**src/hw/wave_watt_pkg.sv**
```systemverilog
// Constants, field layouts and carrier types for the waveform and active energy mode registers
`default_nettype none

package wave_watt_pkg;

    // ------------------------------------------------------------------
    // Register map
    // ------------------------------------------------------------------
    localparam logic [7:0] ADDR_WAVEFORM_SAMPLE_MODE = 8'h0c;
    localparam logic [7:0] ADDR_ACTIVE_ENERGY_PHASE_MODE = 8'h0d;

    // ------------------------------------------------------------------
    // Field positions
    // ------------------------------------------------------------------
    localparam int SRC_LSB = 0;
    localparam int RATE_LSB = 3;
    localparam int LVAR_BIT = 5;
    localparam int LINE_TERM_LSB = 0;
    localparam int TERM_LSB = 3;
    localparam int FORMULA_LSB = 6;

    // ------------------------------------------------------------------
    // Reset values
    // ------------------------------------------------------------------
    localparam logic [7:0] WAVEFORM_SAMPLE_MODE_RST = 8'h00;
    localparam logic [7:0] ACTIVE_ENERGY_PHASE_MODE_RST = 8'h3f;

    // ------------------------------------------------------------------
    // Timing: master clock / 3 / 128 for the fastest sample rate
    // ------------------------------------------------------------------
    localparam int WAVE_PRE_DIV = 3;
    localparam int WAVE_BASE_DIV = 128;
    localparam int WAVE_BASE_CYCLES = WAVE_PRE_DIV * WAVE_BASE_DIV;
    localparam int WAVE_CNT_W = 12;

    // ------------------------------------------------------------------
    // Data widths
    // ------------------------------------------------------------------
    localparam int SAMPLE_W = 16;
    localparam int PROD_W = 34;
    localparam int SUM_W = 36;

    // Sample source codes
    typedef enum logic [2:0] {
        SRC_VOLT_A = 3'h0,
        SRC_VOLT_B = 3'h1,
        SRC_VOLT_C = 3'h2,
        SRC_CURR_A = 3'h3,
        SRC_CURR_B = 3'h4,
        SRC_CURR_C = 3'h5
    } sample_source_select_t;

    // Active energy formula codes
    typedef enum logic [1:0] {
        FORMULA_FOUR_WIRE = 2'h0,
        FORMULA_THREE_WIRE = 2'h1,
        FORMULA_MIXED = 2'h2
    } active_formula_select_t;

    typedef logic signed [SAMPLE_W-1:0] sample_t;
    typedef logic signed [PROD_W-1:0] prod_t;
    typedef logic signed [SUM_W-1:0] sum_t;

    // Six ADC channels presented together
    typedef struct packed {
        sample_t volt_a;
        sample_t volt_b;
        sample_t volt_c;
        sample_t curr_a;
        sample_t curr_b;
        sample_t curr_c;
    } phase_samples_t;

    // Waveform sample mode register layout
    typedef struct packed {
        logic reserved_7_6_hi;
        logic reserved_7_6_lo;
        logic line_reactive_accum_select;
        logic [1:0] sample_rate_select;
        logic [2:0] sample_source_select;
    } waveform_sample_mode_t;

    // Active energy phase mode register layout
    typedef struct packed {
        logic [1:0] active_formula_select;
        logic [2:0] active_term_enable;
        logic [2:0] line_active_term_enable;
    } active_energy_phase_mode_t;

endpackage : wave_watt_pkg

`default_nettype wire
```
**src/hw/wave_rate_divider.sv**
```systemverilog
// Divider giving the waveform sample update strobe for the selected rate
`default_nettype none

module wave_rate_divider (
    // Clock and reset
    input wire logic clk,
    input wire logic rst_n,
    // Rate code, each step halves the rate
    input wire logic [1:0] rate_sel,
    // One-cycle update strobe
    output logic tick
);

    logic [wave_watt_pkg::WAVE_CNT_W-1:0] cnt_q, cnt_d;
    logic [wave_watt_pkg::WAVE_CNT_W-1:0] limit;
    logic tick_d;

    // ------------------------------------------------------------------
    // Count period: base cycles shifted by the rate code
    // ------------------------------------------------------------------
    always_comb begin
        limit = wave_watt_pkg::WAVE_CNT_W'(wave_watt_pkg::WAVE_BASE_CYCLES)
                << rate_sel; // [RULE2]
        limit = limit - 12'h001;
        // A rate change that shrinks the period to or below the count restarts at once, never wraps late
        if (cnt_q >= limit) begin
            cnt_d = 12'h000;
            tick_d = 1'b1;
        end else begin
            cnt_d = cnt_q + 12'h001;
            tick_d = 1'b0;
        end
    end

    // Counter and strobe registers
    always_ff @(posedge clk or negedge rst_n) begin
        if (!rst_n) begin
            cnt_q <= 12'h000;
            tick <= 1'b0;
        end else begin
            cnt_q <= cnt_d;
            tick <= tick_d;
        end
    end

endmodule : wave_rate_divider

`default_nettype wire

```
**src/hw/wave_watt_mode.sv**
```systemverilog
// Waveform sample mode and active energy phase mode registers with their datapath
//
// Operation
// [RULE1] Source field routes one channel to waveform
// [RULE2] Rate field: base clock/3/128, halving per code
// [RULE3] Bit five picks reactive line accumulation source
// [RULE4] Low three bits enable line active terms
// [RULE5] Bits three to five enable active terms
// [RULE6] Term enables also gate per-phase negative detection
// [RULE7] Every term-enable combination is accepted
// [RULE8] Bits six-seven choose the active formula
// [RULE9] Formula codes map to three documented sums
// [RULE10] Host avoids reserved source and formula codes
`default_nettype none

module wave_watt_mode (
    // Clock and reset
    input wire logic CORE_CLK,
    input wire logic RESET_N,
    // Register access from the serial port
    input wire logic REG_WR,
    input wire logic REG_RD,
    input wire logic [7:0] REG_ADDR,
    input wire logic [7:0] REG_WDATA,
    output logic [7:0] REG_RDATA,
    output logic REG_RVALID,
    // ADC samples and reactive power from the datapath
    input wire logic SAMPLE_STROBE,
    input wire wave_watt_pkg::phase_samples_t SAMPLES,
    input wire wave_watt_pkg::sum_t REACTIVE_POWER,
    // Waveform sample output
    output wave_watt_pkg::sample_t WAVE_SAMPLE,
    output logic WAVE_SAMPLE_VALID,
    // Energy results
    output wave_watt_pkg::sum_t ACTIVE_POWER,
    output wave_watt_pkg::sum_t LINE_ACCUM_POWER,
    output logic LINE_REACTIVE_SELECTED,
    output logic [2:0] NEG_POWER
);

    // ------------------------------------------------------------------
    // Register file
    // ------------------------------------------------------------------
    wave_watt_pkg::waveform_sample_mode_t wmode_q, wmode_d;
    wave_watt_pkg::active_energy_phase_mode_t amode_q, amode_d;
    logic [7:0] rdata_d;
    logic rvalid_d;

    // Write decode and read mux; unmapped reads return zero
    always_comb begin
        wmode_d = wmode_q;
        amode_d = amode_q;
        if (REG_WR && REG_ADDR == wave_watt_pkg::ADDR_WAVEFORM_SAMPLE_MODE) begin
            wmode_d = wave_watt_pkg::waveform_sample_mode_t'(REG_WDATA);
        end
        if (REG_WR && REG_ADDR == wave_watt_pkg::ADDR_ACTIVE_ENERGY_PHASE_MODE) begin
            amode_d = wave_watt_pkg::active_energy_phase_mode_t'(REG_WDATA); // [RULE7]
        end
        rvalid_d = REG_RD;
        case (REG_ADDR)
            wave_watt_pkg::ADDR_WAVEFORM_SAMPLE_MODE: rdata_d = wmode_q;
            wave_watt_pkg::ADDR_ACTIVE_ENERGY_PHASE_MODE: rdata_d = amode_q;
            default: rdata_d = 8'h00;
        endcase
        if (!REG_RD) begin
            rdata_d = 8'h00;
        end
    end

    // Register file flops
    always_ff @(posedge CORE_CLK or negedge RESET_N) begin
        if (!RESET_N) begin
            wmode_q <= wave_watt_pkg::WAVEFORM_SAMPLE_MODE_RST;
            amode_q <= wave_watt_pkg::ACTIVE_ENERGY_PHASE_MODE_RST;
            REG_RDATA <= 8'h00;
            REG_RVALID <= 1'b0;
        end else begin
            wmode_q <= wmode_d;
            amode_q <= amode_d;
            REG_RDATA <= rdata_d;
            REG_RVALID <= rvalid_d;
        end
    end

    // ------------------------------------------------------------------
    // Waveform sampling
    // ------------------------------------------------------------------
    logic rate_tick;
    wave_watt_pkg::sample_t wave_d;
    logic wave_valid_d;

    wave_rate_divider u_rate (
        .clk(CORE_CLK),
        .rst_n(RESET_N),
        .rate_sel(wmode_q.sample_rate_select), // [RULE2]
        .tick(rate_tick)
    );

    // Reserved source codes hold the last sample and raise no strobe
    always_comb begin
        wave_d = WAVE_SAMPLE;
        wave_valid_d = 1'b0;
        if (rate_tick) begin
            wave_valid_d = 1'b1;
            case (wmode_q.sample_source_select) // [RULE1]
                wave_watt_pkg::SRC_VOLT_A: wave_d = SAMPLES.volt_a;
                wave_watt_pkg::SRC_VOLT_B: wave_d = SAMPLES.volt_b;
                wave_watt_pkg::SRC_VOLT_C: wave_d = SAMPLES.volt_c;
                wave_watt_pkg::SRC_CURR_A: wave_d = SAMPLES.curr_a;
                wave_watt_pkg::SRC_CURR_B: wave_d = SAMPLES.curr_b;
                wave_watt_pkg::SRC_CURR_C: wave_d = SAMPLES.curr_c;
                default: wave_valid_d = 1'b0; // [RULE10]
            endcase
        end
    end

    // Waveform output flops
    always_ff @(posedge CORE_CLK or negedge RESET_N) begin
        if (!RESET_N) begin
            WAVE_SAMPLE <= 16'sh0000;
            WAVE_SAMPLE_VALID <= 1'b0;
        end else begin
            WAVE_SAMPLE <= wave_d;
            WAVE_SAMPLE_VALID <= wave_valid_d;
        end
    end

    // ------------------------------------------------------------------
    // Active energy terms
    // ------------------------------------------------------------------
    logic signed [16:0] va, vb, vc, ia, ib, ic;
    logic signed [16:0] ia_b, ic_b;
    wave_watt_pkg::prod_t term [3];
    wave_watt_pkg::sum_t act_d, line_d;
    logic [2:0] neg_d;

    // Widen by one bit so current differences cannot overflow
    always_comb begin
        va = 17'(SAMPLES.volt_a);
        vb = 17'(SAMPLES.volt_b);
        vc = 17'(SAMPLES.volt_c);
        ia = 17'(SAMPLES.curr_a);
        ib = 17'(SAMPLES.curr_b);
        ic = 17'(SAMPLES.curr_c);
        ia_b = ia - ib;
        ic_b = ic - ib;
        // Reserved formula code falls back to the four-wire sum
        case (amode_q.active_formula_select) // [RULE8]
            wave_watt_pkg::FORMULA_THREE_WIRE: begin
                term[0] = va * ia_b; // [RULE9]
                term[1] = 34'sh0;
                term[2] = vc * ic_b;
            end
            wave_watt_pkg::FORMULA_MIXED: begin
                term[0] = va * ia_b; // [RULE9]
                term[1] = 34'sh0;
                term[2] = vc * ic;
            end
            default: begin
                term[0] = va * ia; // [RULE9]
                term[1] = vb * ib;
                term[2] = vc * ic;
            end
        endcase
    end

    // ------------------------------------------------------------------
    // Term enables in term order
    // ------------------------------------------------------------------
    logic [2:0] act_en;
    logic [2:0] line_en;

    // Reverse once here so the bit-to-term pairing lives in one place
    always_comb begin
        for (int k = 0; k < 3; k++) begin
            act_en[k] = amode_q.active_term_enable[2-k]; // [RULE5]
            line_en[k] = amode_q.line_active_term_enable[2-k]; // [RULE4]
        end
    end

    // Sum enabled terms; first term is the highest enable bit
    always_comb begin
        act_d = ACTIVE_POWER;
        line_d = LINE_ACCUM_POWER;
        neg_d = NEG_POWER;
        if (SAMPLE_STROBE) begin
            act_d = 36'sh0;
            line_d = 36'sh0;
            for (int k = 0; k < 3; k++) begin
                if (act_en[k]) begin
                    act_d = act_d + wave_watt_pkg::sum_t'(term[k]); // [RULE5]
                end
                if (line_en[k]) begin
                    line_d = line_d + wave_watt_pkg::sum_t'(term[k]); // [RULE4]
                end
                // Detection off for a phase whose term is dropped
                neg_d[k] = act_en[k] && term[k][33]; // [RULE6]
            end
            if (wmode_q.line_reactive_accum_select) begin
                line_d = REACTIVE_POWER; // [RULE3]
            end
        end
    end

    // Energy result flops
    always_ff @(posedge CORE_CLK or negedge RESET_N) begin
        if (!RESET_N) begin
            ACTIVE_POWER <= 36'sh0;
            LINE_ACCUM_POWER <= 36'sh0;
            NEG_POWER <= 3'h0;
            LINE_REACTIVE_SELECTED <= 1'b0;
        end else begin
            ACTIVE_POWER <= act_d;
            LINE_ACCUM_POWER <= line_d;
            NEG_POWER <= neg_d;
            LINE_REACTIVE_SELECTED <= wmode_d.line_reactive_accum_select; // [RULE3]
        end
    end

endmodule : wave_watt_mode

`default_nettype wire

```
**config.mk**
```make
export PLATFORM = sky130hd
export DESIGN_NAME = wave_watt_mode
export DESIGN_NICKNAME = d
export VERILOG_FILES = /design/src/hw/wave_watt_pkg.sv /design/src/hw/wave_rate_divider.sv /design/src/hw/wave_watt_mode.sv
export SDC_FILE = /design/constraint.sdc
export NUM_CORES = 2
export LEC_CHECK = 0
export ABC_AREA = 1
export BUFFER_PORTS_ARGS = -buffer_cell sky130_fd_sc_hd__buf_2
export CAP_MARGIN = 25
export CORE_MARGIN = 4
export CORE_UTILIZATION = 50
export CTS_BUF_LIST = sky130_fd_sc_hd__clkbuf_4
export DETAILED_ROUTE_END_ITERATION = 10
export PLACE_DENSITY = 0.67
export SLEW_MARGIN = 30
export SYNTH_ARGS = -nofsm -noshare
export SYNTH_HDL_FRONTEND = slang
export SYNTH_SLANG_ARGS = --single-unit
```
**constraint.sdc**
```tcl
create_clock -name CORE_CLK -period 8.7 [get_ports CORE_CLK]
set_input_delay 0.87 -clock CORE_CLK [delete_from_list [all_inputs] [get_ports CORE_CLK]]
set_output_delay 0.87 -clock CORE_CLK [all_outputs]
set_load 0.02 [all_outputs]
```
* Yosys cells after proc, flatten, opt, wreduce, memory -nomap -nowiden
Index checks and enable logic that the tools add are counted.
** Storage, ports and cells
- Bits in registers :: 130
- Input port bits :: 153
- Word-level logic and storage cells :: 69
** Cells by class
- $add $sub $neg :: 8
- Multipliers :: 5
- Magnitude comparators :: 1
- Eq/ne operators :: 9
- Shift operators :: 1
- Muxes and demuxes :: 19
- Reductions and logical operators :: 9
** Operators by type and width (count)
- 2-to-1 mux 36 bit :: 11
- one-hot mux 102 bit (2 select lines) :: 1
- adder 36 x 34 -> 36 bit :: 4
- multiplier 16 x 16 -> 32 bit :: 3
- one-hot mux 16 bit (6 select lines) :: 1
- multiplier 16 x 17 -> 33 bit :: 2
- subtractor 16 x 16 -> 17 bit :: 2
- == test 8 x 4 -> 1 bit (second input constant) :: 2
- one-hot mux 8 bit (2 select lines) :: 1
- adder 12 x 1 -> 12 bit (second input constant) :: 1
- greater-or-equal comparator 12 bit :: 1
- 2-to-1 mux 12 bit :: 1
- << shifter 9 x 2 -> 12 bit (first input constant) :: 1
- subtractor 12 x 1 -> 12 bit (second input constant) :: 1
- 2-to-1 mux 8 bit :: 1
- == test 3 x 2 -> 1 bit (second input constant) :: 2
- == test 3 bit (second input constant) :: 2
- nonzero test 6 bit :: 1
- OR reduction 6 bit :: 1
- logical AND 1 bit :: 5
- == test 3 x 1 -> 1 bit (second input constant) :: 1
- zero test 3 bit :: 1
- 2-to-1 mux 1 bit :: 3
- == test 2 x 1 -> 1 bit (second input constant) :: 1
- other kinds (2) :: 2

* Depth between registers and ports, before layout
- Depth in word-level cells :: 11
- Gate-level depth with buffers :: 69

* Cells and area by module
A second synthesis with hierarchy kept.
** Unflattened totals
- Cell total of the unflattened synthesis :: 9891
- Area total of the unflattened synthesis :: 70925.5 um^2
** Modules (own cells, without submodules)
- wave_watt_mode :: instances 1, cells each 9781, area each 70123.5 um^2, sequential area each 2935.3 um^2
- wave_rate_divider :: instances 1, cells each 110, area each 802.0 um^2, sequential area each 325.3 um^2

* Worst setup path before layout
Ideal clock, no wire load.
- Path kind :: input-to-reg
- From :: in SAMPLES[18] (netlist name)
- To :: reg ACTIVE_POWER[35]
- Library setup time :: 117 ps
- Data arrival time :: 10715 ps
- Data required time :: 8583 ps
- Setup slack :: -2132 ps
- Stages on the path :: 64
- Cells stage by stage :: clkbuf_1 clkbuf_1 inv_1 ha_1 nand2_1 o21ai_2 nand4_1 nand2_1 nand3_1 nand3_1 nand2_1 nor2_1 inv_1 fa_1 inv_1 fa_1 clkbuf_1 clkbuf_1 [28 not listed] o21ai_0 nand2_1 nand2_2 inv_2 ha_1 inv_1 nor3_1 nand2_1 nor3_1 nand4_1 nand3_1 inv_1 nand3_1 nand2_1 nor2_1 nand2_1 nand3_1 nand2_1
** Between the ends
- Cells in the longest elaborated chain, start to end :: 10
- Elaborated cells between the ends (all ways) :: 13
** RTL lines
- start: declaration :: line wave_watt_mode.sv:29 : input wire wave_watt_pkg::phase_samples_t SAMPLES,
- subtractor 16 x 16 -> 17 bit :: line wave_watt_mode.sv:145 : ia_b = ia - ib;
- multiplier 16 x 17 -> 33 bit :: line wave_watt_mode.sv:150, wave_watt_mode.sv:155
- one-hot mux 102 bit (2 select lines) (*) :: line wave_watt_mode.sv:148 : case (amode_q.active_formula_select)
- 2-to-1 mux 36 bit :: line wave_watt_mode.sv:190 : if (act_en[k]) begin
- 2-to-1 mux 36 bit :: line wave_watt_mode.sv:186 : if (SAMPLE_STROBE) begin
- adder 36 x 34 -> 36 bit :: line wave_watt_mode.sv:191 : act_d = act_d + wave_watt_pkg::sum_t'(term[k]);
- 2-to-1 mux 36 bit :: line wave_watt_mode.sv:190
- 2-to-1 mux 36 bit :: line wave_watt_mode.sv:186
- adder 36 x 34 -> 36 bit :: line wave_watt_mode.sv:191
- 2-to-1 mux 36 bit (*) :: line wave_watt_mode.sv:190
- end signal: assignment :: line wave_watt_mode.sv:213 : ACTIVE_POWER <= act_d;
- end: declaration :: line wave_watt_mode.sv:35 : output wave_watt_pkg::sum_t ACTIVE_POWER,
Every way passes the cells marked *; elsewhere a longest branch is shown, timed or not. The select of a mux whose other input is x is not followed.
A chain may end at the register's enable or synchronous reset.

* Final worst setup path
- From :: in SAMPLES[18] (netlist name)
- To :: reg ACTIVE_POWER[33]
The elaborated chain is that of the path after synthesis.

==> Flow_metrics.wiki <==
{| class="wikitable"
! Metric !! Value
|-
| Run status || finished with violations
|-
| Violations in the final reports || negative setup slack
|-
| Area inside the core boundary || 140000 sq um
|-
| Minimum hold slack || 0.144 ns
|-
| Vias per Instance || 5.36
|-
| Aggregate global-route resource usage || 39.4%
|-
| Proportion of layout cells with a drive suffix above 1 || 29.7%
|-
| RSZ-0062 raised after global routing || true
|-
| Clock tree from TritonCTS || built
|-
| Clock sinks || 130
|-
| Share of the synthesized area in the top cell type || 37.8%
|-
| P&R area growth vs syn || 35.7%
|-
| Warning count from the yosys run || 0
|-
| Row Count || 137
|-
| Number of failing hold endpoints at the final stage || 0
|-
| Number of clock buffers inserted by TritonCTS || 17
|-
| Number of enable-type register cells in the synthesized netlist || 0
|-
| Starting density of the core || 50.5%
|-
| Path category of the worst min-delay check || in -> reg
|-
| CTS root buf || sky130_fd_sc_hd__clkbuf_4
|-
| Sequential cell area fraction in the yosys report || 4.61%
|-
| Most instantiated cells after synthesis || sky130_fd_sc_hd__nand2_1, sky130_fd_sc_hd__inv_1, sky130_fd_sc_hd__fa_1, sky130_fd_sc_hd__nor2_1, sky130_fd_sc_hd__ha_1
|-
| Post-synthesis average cell area || 7.17 sq um
|-
| I/O pin cnt || 255
|-
| WL per Instance || 21.2 microns
|-
| Die Width || 384 microns
|-
| Violation count after the first detailed-routing iteration || 5928
|-
| Overall die area || 148000 sq um
|-
| Launching element of the worst setup path || SAMPLES[18]
|-
| Number of max-slew violations in the final report || 0
|-
| Source-to-sink clock delay at the later pin of the worst-skew pair || 0.94 ns
|-
| Clock Tree Buf Depth || 2
|-
| Vias in the first global route || 75.8k
|-
| Maximum number of pins on one net before global-route repair || 57
|-
| Launching point of the worst reg2reg path || amode_q[6]
|-
| Startpoint of the lowest-slack hold path || REG_RD
|-
| Flops & latches, synth || 130
|-
| Final count of negative-setup-slack endpoints || 52
|-
| Vias post-DR || 73.6k
|-
| Routed Antenna Nets || 0
|-
| Required arrival time at the worst endpoint || 9.50 ns
|-
| HPWL reported at the end of detailed placement || 245000 microns
|-
| Final min period || 10.16 ns
|-
| Setup slack after layout || -1.46 ns
|-
| WS Path Type || in -> reg
|-
| First-pass detailed-route iteration total || 6
|-
| Synth top area cells || sky130_fd_sc_hd__fa_1, sky130_fd_sc_hd__nand2_1, sky130_fd_sc_hd__inv_1, sky130_fd_sc_hd__ha_1, sky130_fd_sc_hd__dfrtp_1
|-
| Slowest stage delay, CP || 0.55 ns
|-
| Number of remaining DRC errors || 0
|-
| Number of library cell types mapped by synthesis || 69
|-
| Top cell by count, worst path || sky130_fd_sc_hd__inv_2
|-
| Arr. time, crit path || 10.96 ns
|-
| Number of violations of the max-capacitance limit || 0
|-
| Synthesized instance count || 9870
|-
| # nets final || 13.9k
|-
| H-tree depth || 4
|-
| Endpoint class of the critical path || register
|-
| RePlAce Congestion || 1.04
|-
| Leading cell type by number of instances after synthesis || sky130_fd_sc_hd__nand2_1
|-
| Combined area of all synthesized cells || 70800 sq um
|-
| Number of buffers inserted by port buffering || 254
|-
| Global route total overflow || 0
|-
| CP max stage cell || sky130_fd_sc_hd__fa_2
|-
| Slew at the pin closest to its max-slew limit || 1.19 ns
|-
| Synth Net Count || 12.0k
|-
| Synth async-reset ratio || 100%
|-
| Initial antenna violation count || 11
|-
| Die height || 384 microns
|-
| Wire length of the first global-routing pass || 442000 microns
|-
| Worst setup SP type || input port
|-
| Clk slew on worst S/H paths || 0.17 ns
|-
| Peak Freq || 0.0984 GHz
|-
| Post-synthesis cell type with the largest combined area || sky130_fd_sc_hd__fa_1
|-
| Fraction of the cycle the final worst path needs || 117%
|-
| Worst setup skew after layout || 0.133 ns
|-
| Final WL || 290000 microns
|-
| Worst slew margin || 20.8%
|-
| Post-synth top flop || sky130_fd_sc_hd__dfrtp_1
|-
| Highest net fanout along the worst path || 6
|}
[what timing repair did]
item	in CTS	in global routing
endpoints found under the setup margin	53	57
setup buffers	94	128
hold buffers	1	0
resized for setup	595	728
endpoints found under the hold margin	46	0
pin swaps	231	397
gates cloned	1	0
[per-stage QoR]
| stage | setup TNS [ns] | cell area (sq um) | util (%) | setup slack (ns) | cells |
|---|---|---|---|---|---|
| 2_1_floorplan | -39.44 | 72500 | - | -1.23 | 9870 |
| 3_3_place_gp | -131.91 | 88600 | 63.3 | -3.13 | 13500 |
| 3_5_place_dp | -133.13 | 88600 | 63.3 | -3.20 | 13500 |
| 4_1_cts | -49.15 | 92000 | 65.7 | -1.30 | 13600 |
| 5_1_grt | -70.84 | 96000 | 68.5 | -1.85 | 13700 |
| 6_report | -54.21 | 96000 | 68.5 | -1.46 | 13700 |
[cell families after synthesis]
group                    share of synthesized area [%]
multiplexers                                    0.0619
adder cells (fa/ha/maj)                           48.3
AO/OA/AOI/OAI                                     8.56
flip-flops                                        4.61
AND/OR/NAND/NOR                                   22.1
buffers and inverters                             14.6
XOR/XNOR                                          1.72
[final timing paths]
kind                                        end  slack (ns)  cells past startpoint
max in group asynchronous       u_rate.cnt_q[1]        7.00                      3
min in group asynchronous  LINE_ACCUM_POWER[12]        0.54                      2
max reg2reg                LINE_ACCUM_POWER[14]        2.05                     25
min                                  REG_RVALID        0.14                      1
max                            ACTIVE_POWER[33]       -1.46                     65
min reg2reg                     u_rate.cnt_q[0]        0.47                      1
[per-layer routing]
layer,wire [microns],GRT usage [%],up-vias
met1,116000,51.9,36100
met4,16300,17.0,2
li1,-,-,33500
met3,28400,8.81,692
met5,13,0,-
met2,130000,62.5,3325
[critical path, delay by kind of cell]
| kind | cells | cell delay (ns) |
|---|---|---|
| XOR/XNOR | 1 | 0.26 |
| adder cells (fa/ha/maj) | 10 | 3.99 |
| AO/OA/AOI/OAI | 7 | 0.93 |
| buffers and inverters | 21 | 2.05 |
| AND/OR/NAND/NOR | 26 | 2.84 |
[sequential cells by signal (all words and copies together), names as in the netlist]
| signal | flops |
|---|---|
| ACTIVE_POWER | 36 |
| LINE_REACTIVE_SELECTED | 1 |
| NEG_POWER | 3 |
| LINE_ACCUM_POWER | 36 |
| WAVE_SAMPLE | 16 |
| u_rate.cnt_q | 12 |
| u_rate.tick | 1 |
| act_en | 3 |
| amode_q | 5 |
| REG_RVALID | 1 |
| REG_RDATA | 8 |
| wmode_q | 7 |
| WAVE_SAMPLE_VALID | 1 |
[placed cells by master, fill, tap and decap left out, drive strengths merged, types with 45 or more instances in the layout]
master  instances
nand4          59
nand3         378
nor2          778
xnor2          65
fa           1337
xor2           71
inv          2405
or2            60
nand2        2470
o21bai         45
dfrtp         124
o21ai         378
a21oi         440
ha            592
nor3           65
buf          2260
[layout make-up]
| class | instances | area (sq um) |
|---|---|---|
| Clock buffer | 17 | 128 |
| Multi-Input combinational cell | 6996 | 63700 |
| Antenna cell | 10 | 25.0 |
| Timing Repair Buffer | 2261 | 17200 |
| Clock inverter | 15 | 154 |
| Tap cell | 1876 | 2350 |
| Inverter | 2418 | 9180 |
| Fill cell | 12200 | 44100 |
| Sequential cell | 130 | 3260 |
Power is not shown: default switching activity piles up to over one toggle a cycle in this logic, so the estimate is an artifact.
